===== src/pkg/fsr_pkg.sv =====
package fsr_pkg;

  // Bit period measured in system clock cycles (200 MHz clock, 1 to 10 MHz bit rate).
  localparam int LEN_W = 8;
  localparam logic [LEN_W-1:0] BIT_LEN_RESET = 8'h28;
  localparam logic [LEN_W-1:0] BIT_LEN_MAX = 8'hFF;

  // Timing counts in bit times or transmit clock periods.
  localparam logic [4:0] TRAIN_BIT_TIMES = 5'h12;
  localparam logic [5:0] BLANK_SYMBOLS = 6'h20;
  localparam logic [4:0] MGMT_ENTRY_CLOCKS = 5'h11;
  localparam logic [1:0] SLIP_RUN_LAST = 2'h2;
  localparam logic [3:0] NACK_ZERO_CLOCKS = 4'h9;
  localparam logic [3:0] NACK_TOTAL_CLOCKS = 4'hA;

  // Receive symbol codes, MAC mode.
  localparam logic [2:0] RX_ZERO = 3'h0;
  localparam logic [2:0] RX_ONE = 3'h1;
  localparam logic [2:0] RX_NONDATA = 3'h4;
  localparam logic [2:0] RX_SILENCE = 3'h6;
  localparam logic [2:0] RX_BAD = 3'h2;

  // Receive symbol codes, management mode.
  localparam logic [2:0] MG_NACK = 3'h4;
  localparam logic [2:0] MG_ACK = 3'h2;
  localparam logic [2:0] MG_IDLE = 3'h1;
  localparam logic [2:0] MG_ERROR = 3'h7;

  // Request channel commands in management mode, and MAC-mode silence request.
  localparam logic [2:0] CMD_RESET = 3'h7;
  localparam logic [2:0] CMD_NO_LOOP = 3'h5;
  localparam logic [2:0] CMD_TX_EN = 3'h3;
  localparam logic [1:0] CMD_SERIAL_HI = 2'h0;
  localparam logic [1:0] TX_SILENCE_HI = 2'h3;

  typedef enum logic [1:0] {
    SYM_ONE = 2'b00,
    SYM_ZERO = 2'b01,
    SYM_ND1 = 2'b10,
    SYM_ND2 = 2'b11
  } fsr_class_t;

  typedef enum logic [1:0] {
    MS_MAC = 2'b00,
    MS_ENTRY = 2'b01,
    MS_MGMT = 2'b10,
    MS_WAIT_MAC = 2'b11
  } fsr_mgmt_t;

endpackage


===== src/hw/fsr_symbol_recovery.sv =====
`timescale 1ns/1ps
module fsr_symbol_recovery (
  input wire logic clock_i,
  input wire logic rst_b_i,
  input wire logic limited_rx_signal_i,
  input wire logic loop_tx_signal_i,
  input wire logic carrier_detect_i,
  input wire logic jabber_error_i,
  input wire logic tx_symbol_clock_i,
  input wire logic mgmt_request_n_i,
  input wire logic tx_sym_bit2_i,
  input wire logic tx_sym_bit1_i,
  input wire logic tx_sym_bit0_i,
  input wire logic blanking_disable_n_i,
  output logic recovered_rx_clock_o,
  output logic rx_sym_bit2_o,
  output logic rx_sym_bit1_o,
  output logic rx_sym_bit0_o,
  output logic mgmt_indication_n_o,
  output logic loopback_active_o,
  output logic tx_enable_o
);
  import fsr_pkg::*;

  // All pin inputs pass two flip-flops; a third stage serves edge detection only.
  logic [9:0] pin_raw;
  logic [9:0] sync1_ff;
  logic [9:0] sync2_ff;
  logic [9:0] sync3_ff;
  assign pin_raw = {limited_rx_signal_i, loop_tx_signal_i, carrier_detect_i, jabber_error_i, tx_symbol_clock_i,
                    mgmt_request_n_i, tx_sym_bit2_i, tx_sym_bit1_i, tx_sym_bit0_i, blanking_disable_n_i};
  always_ff @(posedge clock_i or negedge rst_b_i) begin
    if (!rst_b_i) begin
      // Reset values match the idle pin levels, so no false edge or jabber follows reset.
      sync1_ff <= 10'h01D;
      sync2_ff <= 10'h01D;
      sync3_ff <= 10'h01D;
    end else begin
      sync1_ff <= pin_raw;
      sync2_ff <= sync1_ff;
      sync3_ff <= sync2_ff;
    end
  end

  logic rx_sig;
  logic rx_sig_prev;
  logic loop_sig;
  logic loop_sig_prev;
  logic pin_carrier;
  logic jabber;
  logic tx_symbol_clock;
  logic tx_rise;
  logic req_n;
  logic [2:0] txsym;
  logic blank_en;
  assign rx_sig = sync2_ff[9];
  assign rx_sig_prev = sync3_ff[9];
  assign loop_sig = sync2_ff[8];
  assign loop_sig_prev = sync3_ff[8];
  assign pin_carrier = sync2_ff[7];
  assign jabber = sync2_ff[6];
  assign tx_symbol_clock = sync2_ff[5];
  assign tx_rise = sync2_ff[5] & ~sync3_ff[5];
  assign req_n = sync2_ff[4];
  assign txsym = sync2_ff[3:1];
  assign blank_en = sync2_ff[0];

  // Management request channel, sampled on transmit clock rising edges.
  fsr_mgmt_t mstate_ff, nxt_mstate;
  logic [4:0] entry_cnt_ff, nxt_entry_cnt;
  logic [3:0] nack_cnt_ff, nxt_nack_cnt;
  logic [2:0] mg_sym_ff, nxt_mg_sym;
  logic loop_ff, nxt_loop;
  logic txen_ff, nxt_txen;
  logic [LEN_W-1:0] per_cnt_ff, nxt_per_cnt;
  logic [LEN_W-1:0] bit_len_ff, nxt_bit_len;

  always_comb begin
    nxt_mstate = mstate_ff;
    nxt_entry_cnt = entry_cnt_ff;
    nxt_nack_cnt = nack_cnt_ff;
    nxt_mg_sym = mg_sym_ff;
    nxt_loop = loop_ff;
    nxt_txen = txen_ff;
    nxt_per_cnt = (per_cnt_ff == BIT_LEN_MAX) ? per_cnt_ff : per_cnt_ff + 8'h01;
    nxt_bit_len = bit_len_ff;
    if (tx_rise) begin
      // The local bit period is taken from the transmit clock.
      nxt_per_cnt = 8'h01;
      if (per_cnt_ff > 8'h03) begin
        nxt_bit_len = per_cnt_ff;
      end
      unique case (mstate_ff)
        MS_WAIT_MAC: begin
          if (req_n) begin
            nxt_mstate = MS_MAC;
          end
        end
        MS_MAC: begin
          if (!req_n) begin
            nxt_mstate = MS_ENTRY;
            nxt_entry_cnt = 5'h01;
          end
        end
        MS_ENTRY: begin
          if (req_n) begin
            nxt_mstate = MS_MAC;
          end else if (entry_cnt_ff == MGMT_ENTRY_CLOCKS) begin
            nxt_mstate = MS_MGMT;
            nxt_mg_sym = MG_IDLE;
            nxt_nack_cnt = 4'h0;
          end else begin
            nxt_entry_cnt = entry_cnt_ff + 5'h01;
          end
        end
        MS_MGMT: begin
          if (req_n) begin
            nxt_mstate = MS_MAC;
            nxt_nack_cnt = 4'h0;
          end else if (txsym == CMD_RESET || txsym == CMD_NO_LOOP || txsym == CMD_TX_EN) begin
            // These commands also abort a running nack byte.
            nxt_mg_sym = MG_ACK;
            nxt_nack_cnt = 4'h0;
            if (txsym == CMD_RESET) begin
              nxt_loop = 1'b1;
              nxt_txen = 1'b0;
            end else if (txsym == CMD_NO_LOOP) begin
              nxt_loop = 1'b0;
            end else begin
              nxt_txen = 1'b1;
            end
          end else if (nack_cnt_ff != 4'h0) begin
            // Start bit and eight zero bits, then a stop bit.
            nxt_nack_cnt = (nack_cnt_ff == NACK_TOTAL_CLOCKS) ? 4'h0 : nack_cnt_ff + 4'h1;
            nxt_mg_sym = (nack_cnt_ff == NACK_TOTAL_CLOCKS) ? MG_IDLE :
                         (nack_cnt_ff >= NACK_ZERO_CLOCKS) ? (MG_NACK | 3'h1) : MG_NACK;
          end else if (txsym == {CMD_SERIAL_HI, 1'b0}) begin
            nxt_mg_sym = MG_NACK;
            nxt_nack_cnt = 4'h1;
          end else begin
            nxt_mg_sym = MG_IDLE;
          end
        end
      endcase
    end
  end

  always_ff @(posedge clock_i or negedge rst_b_i) begin
    if (!rst_b_i) begin
      mstate_ff <= MS_WAIT_MAC;
      entry_cnt_ff <= 5'h00;
      nack_cnt_ff <= 4'h0;
      mg_sym_ff <= MG_IDLE;
      loop_ff <= 1'b1;
      txen_ff <= 1'b0;
      per_cnt_ff <= 8'h00;
      bit_len_ff <= BIT_LEN_RESET;
    end else begin
      mstate_ff <= nxt_mstate;
      entry_cnt_ff <= nxt_entry_cnt;
      nack_cnt_ff <= nxt_nack_cnt;
      mg_sym_ff <= nxt_mg_sym;
      loop_ff <= nxt_loop;
      txen_ff <= nxt_txen;
      per_cnt_ff <= nxt_per_cnt;
      bit_len_ff <= nxt_bit_len;
    end
  end

  // Data recovery.
  logic [LEN_W-1:0] phase_ff, nxt_phase;
  logic carrier;
  logic edge_seen;
  logic [LEN_W-1:0] eighth;
  logic bit_end;
  logic in_q1;
  logic in_q3;
  assign carrier = loop_ff ? (txsym[2:1] != TX_SILENCE_HI) : pin_carrier;
  assign edge_seen = loop_ff ? (loop_sig ^ loop_sig_prev) : (rx_sig ^ rx_sig_prev);
  assign eighth = bit_len_ff >> 3;
  assign bit_end = (phase_ff >= bit_len_ff - 8'h01);
  assign in_q1 = (phase_ff >= eighth) && (phase_ff < (bit_len_ff >> 2) + eighth);
  assign in_q3 = (phase_ff >= (bit_len_ff >> 1) + eighth) && (phase_ff < bit_len_ff - eighth);

  logic q1_ff, nxt_q1;
  logic q3_ff, nxt_q3;
  logic carrier_prev_ff, nxt_carrier_prev;
  logic align_ff, nxt_align;
  logic skip_ff, nxt_skip;
  logic [4:0] train_ff, nxt_train;
  logic [5:0] blank_ff, nxt_blank;
  logic [1:0] nd_run_ff, nxt_nd_run;
  logic [15:0] hist_ff, nxt_hist;
  logic [2:0] mac_sym_ff, nxt_mac_sym;
  fsr_class_t cls;
  fsr_class_t prev_cls;

  function automatic logic is_nd(input logic [1:0] c);
    is_nd = c[1];
  endfunction

  always_comb begin
    nxt_phase = bit_end ? 8'h00 : phase_ff + 8'h01;
    nxt_q1 = q1_ff | (edge_seen & in_q1);
    nxt_q3 = q3_ff | (edge_seen & in_q3);
    nxt_carrier_prev = carrier;
    nxt_align = align_ff;
    nxt_skip = skip_ff;
    nxt_train = train_ff;
    nxt_blank = blank_ff;
    nxt_nd_run = nd_run_ff;
    nxt_hist = hist_ff;
    nxt_mac_sym = mac_sym_ff;
    prev_cls = fsr_class_t'(hist_ff[1:0]);
    unique case ({q1_ff, q3_ff})
      2'b00: cls = SYM_ONE;
      2'b11: cls = SYM_ZERO;
      2'b10: cls = SYM_ND1;
      2'b01: cls = SYM_ND2;
    endcase
    if (carrier && !carrier_prev_ff) begin
      nxt_train = TRAIN_BIT_TIMES;
      nxt_align = 1'b1;
    end
    if (align_ff && edge_seen) begin
      // The first received edge marks a bit boundary.
      nxt_phase = 8'h01;
      nxt_align = 1'b0;
      nxt_q1 = 1'b0;
      nxt_q3 = 1'b0;
    end else if (bit_end) begin
      nxt_q1 = 1'b0;
      nxt_q3 = 1'b0;
      if (train_ff != 5'h00) begin
        nxt_train = train_ff - 5'h01;
      end
      if (blank_ff != 6'h00) begin
        nxt_blank = blank_ff - 6'h01;
      end
      if (!carrier) begin
        nxt_hist = 16'h0000;
        nxt_nd_run = 2'h0;
        nxt_skip = 1'b0;
        nxt_mac_sym = RX_SILENCE;
      end else if (skip_ff) begin
        // The shortened period after a slip is discarded, not reported.
        nxt_skip = 1'b0;
        nxt_mac_sym = RX_SILENCE;
      end else if (is_nd(cls) && nd_run_ff == SLIP_RUN_LAST) begin
        nxt_phase = bit_len_ff >> 1;
        nxt_skip = 1'b1;
        nxt_nd_run = 2'h0;
        nxt_hist = 16'h0000;
        nxt_mac_sym = RX_SILENCE;
      end else begin
        nxt_nd_run = is_nd(cls) ? nd_run_ff + 2'h1 : 2'h0;
        nxt_hist = {hist_ff[13:0], cls};
        if ((prev_cls == SYM_ND1 && cls != SYM_ND2) || (prev_cls != SYM_ND1 && cls == SYM_ND2)) begin
          nxt_mac_sym = RX_BAD;
        end else if (is_nd(cls)) begin
          nxt_mac_sym = RX_NONDATA;
        end else begin
          nxt_mac_sym = (cls == SYM_ONE) ? RX_ONE : RX_ZERO;
        end
        if (train_ff != 5'h00 || blank_ff != 6'h00) begin
          nxt_mac_sym = RX_SILENCE;
        end
        // End delimiter N N 1 N N 1 I E with I equal to zero is the last one.
        if (hist_ff[13] && hist_ff[11] && hist_ff[9:8] == SYM_ONE && hist_ff[7] && hist_ff[5]
            && hist_ff[3:2] == SYM_ONE && hist_ff[1:0] == SYM_ZERO && !is_nd(cls)) begin
          nxt_blank = blank_en ? BLANK_SYMBOLS : 6'h00;
          nxt_hist = 16'h0000;
        end
      end
    end
  end

  always_ff @(posedge clock_i or negedge rst_b_i) begin
    if (!rst_b_i) begin
      phase_ff <= 8'h00;
      q1_ff <= 1'b0;
      q3_ff <= 1'b0;
      carrier_prev_ff <= 1'b0;
      align_ff <= 1'b0;
      skip_ff <= 1'b0;
      train_ff <= 5'h00;
      blank_ff <= 6'h00;
      nd_run_ff <= 2'h0;
      hist_ff <= 16'h0000;
      mac_sym_ff <= RX_SILENCE;
    end else begin
      phase_ff <= nxt_phase;
      q1_ff <= nxt_q1;
      q3_ff <= nxt_q3;
      carrier_prev_ff <= nxt_carrier_prev;
      align_ff <= nxt_align;
      skip_ff <= nxt_skip;
      train_ff <= nxt_train;
      blank_ff <= nxt_blank;
      nd_run_ff <= nxt_nd_run;
      hist_ff <= nxt_hist;
      mac_sym_ff <= nxt_mac_sym;
    end
  end

  // Indication channel outputs, all registered.
  logic recovered_rx_clock_ff, nxt_recovered_rx_clock;
  logic [2:0] rx_sym_ff, nxt_rx_sym;
  logic ind_n_ff, nxt_ind_n;
  logic mgmt_side;
  assign mgmt_side = (mstate_ff == MS_MGMT) || (mstate_ff == MS_ENTRY);

  always_comb begin
    // In management mode the receive clock follows the transmit clock.
    nxt_recovered_rx_clock = mgmt_side ? tx_symbol_clock : (phase_ff < (bit_len_ff >> 1));
    nxt_rx_sym = rx_sym_ff;
    nxt_ind_n = ind_n_ff;
    if (jabber) begin
      nxt_rx_sym = MG_ERROR;
      nxt_ind_n = 1'b0;
    end else if (mstate_ff == MS_MGMT) begin
      nxt_rx_sym = mg_sym_ff;
      nxt_ind_n = 1'b0;
    end else if (mstate_ff == MS_ENTRY) begin
      nxt_rx_sym = RX_SILENCE;
      nxt_ind_n = 1'b1;
    end else if (phase_ff == 8'h00) begin
      nxt_rx_sym = mac_sym_ff;
      nxt_ind_n = 1'b1;
    end
  end

  always_ff @(posedge clock_i or negedge rst_b_i) begin
    if (!rst_b_i) begin
      recovered_rx_clock_ff <= 1'b0;
      rx_sym_ff <= RX_SILENCE;
      ind_n_ff <= 1'b1;
    end else begin
      recovered_rx_clock_ff <= nxt_recovered_rx_clock;
      rx_sym_ff <= nxt_rx_sym;
      ind_n_ff <= nxt_ind_n;
    end
  end

  assign recovered_rx_clock_o = recovered_rx_clock_ff;
  assign rx_sym_bit2_o = rx_sym_ff[2];
  assign rx_sym_bit1_o = rx_sym_ff[1];
  assign rx_sym_bit0_o = rx_sym_ff[0];
  assign mgmt_indication_n_o = ind_n_ff;
  assign loopback_active_o = loop_ff;
  assign tx_enable_o = txen_ff;

endmodule


===== config.mk =====
export PLATFORM = sky130hd
export DESIGN_NAME = fsr_symbol_recovery
export DESIGN_NICKNAME = d
export VERILOG_FILES = /design/src/pkg/fsr_pkg.sv /design/src/hw/fsr_symbol_recovery.sv
export SDC_FILE = /design/constraint.sdc
export NUM_CORES = 1
export LEC_CHECK = 0
export ABC_AREA = 1
export BUFFER_PORTS_ARGS = -buffer_cell sky130_fd_sc_hd__buf_2
export CAP_MARGIN = 30
export CELL_PAD_IN_SITES_DETAIL_PLACEMENT = 1
export CELL_PAD_IN_SITES_GLOBAL_PLACEMENT = 2
export CORE_MARGIN = 2
export CORE_UTILIZATION = 42
export DETAILED_ROUTE_END_ITERATION = 10
export PLACE_DENSITY = 0.83
export SYNTH_ARGS = -nofsm -noshare
export SYNTH_HDL_FRONTEND = slang
export SYNTH_SLANG_ARGS = --single-unit

===== constraint.sdc =====
create_clock -name clock_i -period 6.9 [get_ports clock_i]
set_input_delay 1.38 -clock clock_i [delete_from_list [all_inputs] [get_ports clock_i]]
set_output_delay 1.38 -clock clock_i [all_outputs]
set_load 0.01 [all_outputs]

==> flow_summary_export.csv <==
group,metric,value,unit
placement,gp_congestion,0.800,
floorplan,die-area,17300,um^2
final_layout,syn_to_final_growth,8.67,%
synth,synth_ff_type,"dfrtp_1",
timing,fin_setup_tns,0,ns
synth,async_flop_share,100,%
final_layout,final_nets,959,
setup_path,cp.arrival,3.43,ns
clock_network,cts-htree-levels,3,
setup_path,r2r_end,"hist_ff[4]",
routing,first_pass_iters,6,
synth,ys_seq_area_share,37.4,%
routing,drc_errors,0,
pwr,pwr_density_cell,400,nW/um^2
clock_network,cts_tree,"built",
min_path,hp-start,"sync1_ff[7]",
timing,finalSetupViolations,0,
setup_path,worstSetupPathType,"flop to flop",
clock_network,clock_path_buffers,2,
timing,slew_headroom,40.2,%
synth,ys_ff_latch,101,
flow_run,maxCapViolCount,0,
clock_network,clock_latency,0.36,ns
setup_path,worstRegToRegCells,13,
routing,ant_nets,0,
placement,hpwl,13.2,mm
synth,ys_types,44,
floorplan,rows,46,
clock_network,cts-hold-fix-buffers,0,
clock_network,cts_resized,0,
final_layout,finalInstanceArea,7410,um^2
min_path,hold_depth,0,
setup_path,r2r-start,"bit_len_ff[4]",
placement,place_area,7130,um^2
outcome,status,"finished, final reports clean",
synth,netlist_area,6820,um^2
min_path,whs_endpoint,"sync2_ff[7]",
floorplan,initial_core_util,43.0,%
synth,synth_warnings,0,
timing,finalCritPeriodShare,45.6,%
timing,skew,0.0109,ns
global_routing,grt_max_degree,69,
timing,worstMarginPinSlew,0.898,ns
global_routing,grt_pass1_vias,5934,
floorplan,die_h,131,um
routing,vias,5516,
setup_path,required,7.18,ns
pwr,peakVddDrop,0.145,mV
timing,hold_violations,0,
routing,finalWirelength,17.1,mm
clock_network,path_clk_slew,0.08,ns
final_layout,drive_gt1_share,12.3,%
synth,avgSynthCellArea,8.14,um^2
pwr,power,2.96,mW
global_routing,antenna_found_initial,0,
global_routing,gr-total-overflow,0,
timing,period_needed,3.14,ns
min_path,hold_path_class,"flop to flop",
synth,synth_enable_flop_cells,0,
routing,wl_per_cell,15.8,um
setup_path,reg2reg_slack,3.76,ns
clock_network,cts_setup_buffers,0,
floorplan,core,15900,um^2
clock_network,cts.sinks,101,
setup_path,start_kind,"flop",
clock_network,cts_buffers,9,
placement,io_buffers,18,
timing,fmax,0.318,GHz
floorplan,num_io_pins,19,
clock_network,root_buffer,"clkbuf_16",
synth,synthCells,838,
floorplan,die_w,131,um
synth,yosys.area.top_type,"dfrtp_1",
pwr,leakagePower,3.73,nW
final_layout,num_antenna_cells,0,
synth,ys_top_cells_by_area,"dfrtp_1 30%, ha_1 15%, nand2_1 12%",
synth,synth_nets,935,
routing,via_per_inst,5.09,
global_routing,grt_first_pass_wirelength,29.5,mm
global_routing,track_usage,21.1,%
final_layout,final_util,46.7,%
routing,drt_iter0_drc,218,
synth,synth_top_area_share,30.1,%
timing,rsz0062_at_grt,"false",
timing,report.final.slew_viol_count,0,
setup_path,worst-path-max-fanout,28,
setup_path,end_kind,"flop",
final cells by class:
type	count	area, um^2
inverters	107	404
repair buffers	19	100
fillers	1983	8470
multi-input cells	624	3800
well taps	216	270
clock buffers	9	225
flip-flops and latches	101	2550
clock inverters	7	60.1
report_power, final:
group | switching (mW) | internal [mW]
clock network | 0.255 | 0.251
logic | 0.966 | 0.563
registers | 0.181 | 0.748
total | 1.40 | 1.56
cell usage in the layout (no fill, tap or decap), types with 19 or more instances in the layout:
cell / n
xor2_1: 19
a21oi_1: 29
dfstp_2: 19
ha_1: 82
inv_1: 99
nor2_1: 58
dfrtp_1: 82
nand2_1: 214
nand3_1: 66
o21ai_0: 34
worst max path at each step:
stage	start	endpoint	slack (ns)
4_1_cts	bit_len_ff[4]	hist_ff[4]	3.72
2_1_floorplan	bit_len_ff[4]	q1_ff	4.31
6_report	bit_len_ff[4]	hist_ff[4]	3.76
3_5_place_dp	bit_len_ff[4]	hist_ff[4]	3.73
5_1_grt	bit_len_ff[4]	hist_ff[1]	3.40
3_3_place_gp	bit_len_ff[4]	q1_ff	3.87
routing by layer:
metal / global-route usage, % / routed length [um] / vias to the layer above
met5: 0 / 0 / -
met4: 6.04 / 305 / 0
met3: 2.70 / 234 / 19
met2: 36.0 / 8260 / 32
met1: 28.0 / 8340 / 2690
li1: - / - / 2775
critical path, stage by stage (launching register included):
cell and delay (ns):
dfrtp_1 0.65, inv_1 0.27, ha_1 0.25, nand2_1 0.09
nand2_1 0.08, xor2_1 0.22, ha_1 0.30, a21oi_2 0.13
nor2_1 0.07, nor3_4 0.23, nand2_4 0.20, nand3_4 0.35
nand2_1 0.12, o21ai_2 0.08
kinds of logic after synthesis:
kind of cell	count (synthesis)	synth area share, %
AND/OR/NAND/NOR	397	26.1
AO/OA/AOI/OAI	108	9.39
buffers and inverters	113	6.86
adder cells (fa/ha/maj)	85	15.9
XOR/XNOR	33	4.24
flip-flops	101	37.4
multiplexers	1	0.147
cells in the mapped netlist (2+ instances only):
cell type / count
xor2_1: 19
dfrtp_1: 82
buf_2: 2
inv_2: 7
nand3b_1: 3
nand2_4: 3
nand2_1: 214
dfstp_2: 19
and2_1: 2
a31oi_1: 6
nand2_2: 13
nor2_2: 4
nand3_1: 66
a21o_1: 3
buf_6: 3
nand3_2: 2
o22ai_1: 3
a21oi_1: 29
nor2_4: 4
xnor2_1: 14
nand4_1: 11
fa_1: 3
a211oi_1: 3
o31ai_1: 3
o21ai_0: 34
nor3_1: 11
o21ai_2: 14
nor2_1: 58
inv_1: 99
ha_1: 82
o21ai_1: 9
sequential cells by signal, summed over array words and instances, names as in the netlist, 4 cells and up:
register / flops
phase_ff: 8
blank_ff: 6
train_ff: 5
sync1_ff: 10
sync2_ff: 10
hist_ff: 12
entry_cnt_ff: 5
bit_len_ff: 8
nack_cnt_ff: 4
per_cnt_ff: 8
stage by stage:
| step | cells | setup slack, ns | hold slack [ns] |
|---|---|---|---|
| after CTS | 1083 | 3.72 | 0.353 |
| after global placement | 1067 | 3.87 | 0.332 |
| after detailed placement | 1067 | 3.73 | 0.336 |
| after floorplan | 838 | 4.31 | 0.331 |
| final | 1083 | 3.76 | 0.351 |
| after global routing | 1083 | 3.40 | 0.361 |
Note: power is estimated with default switching activity, not from simulation.
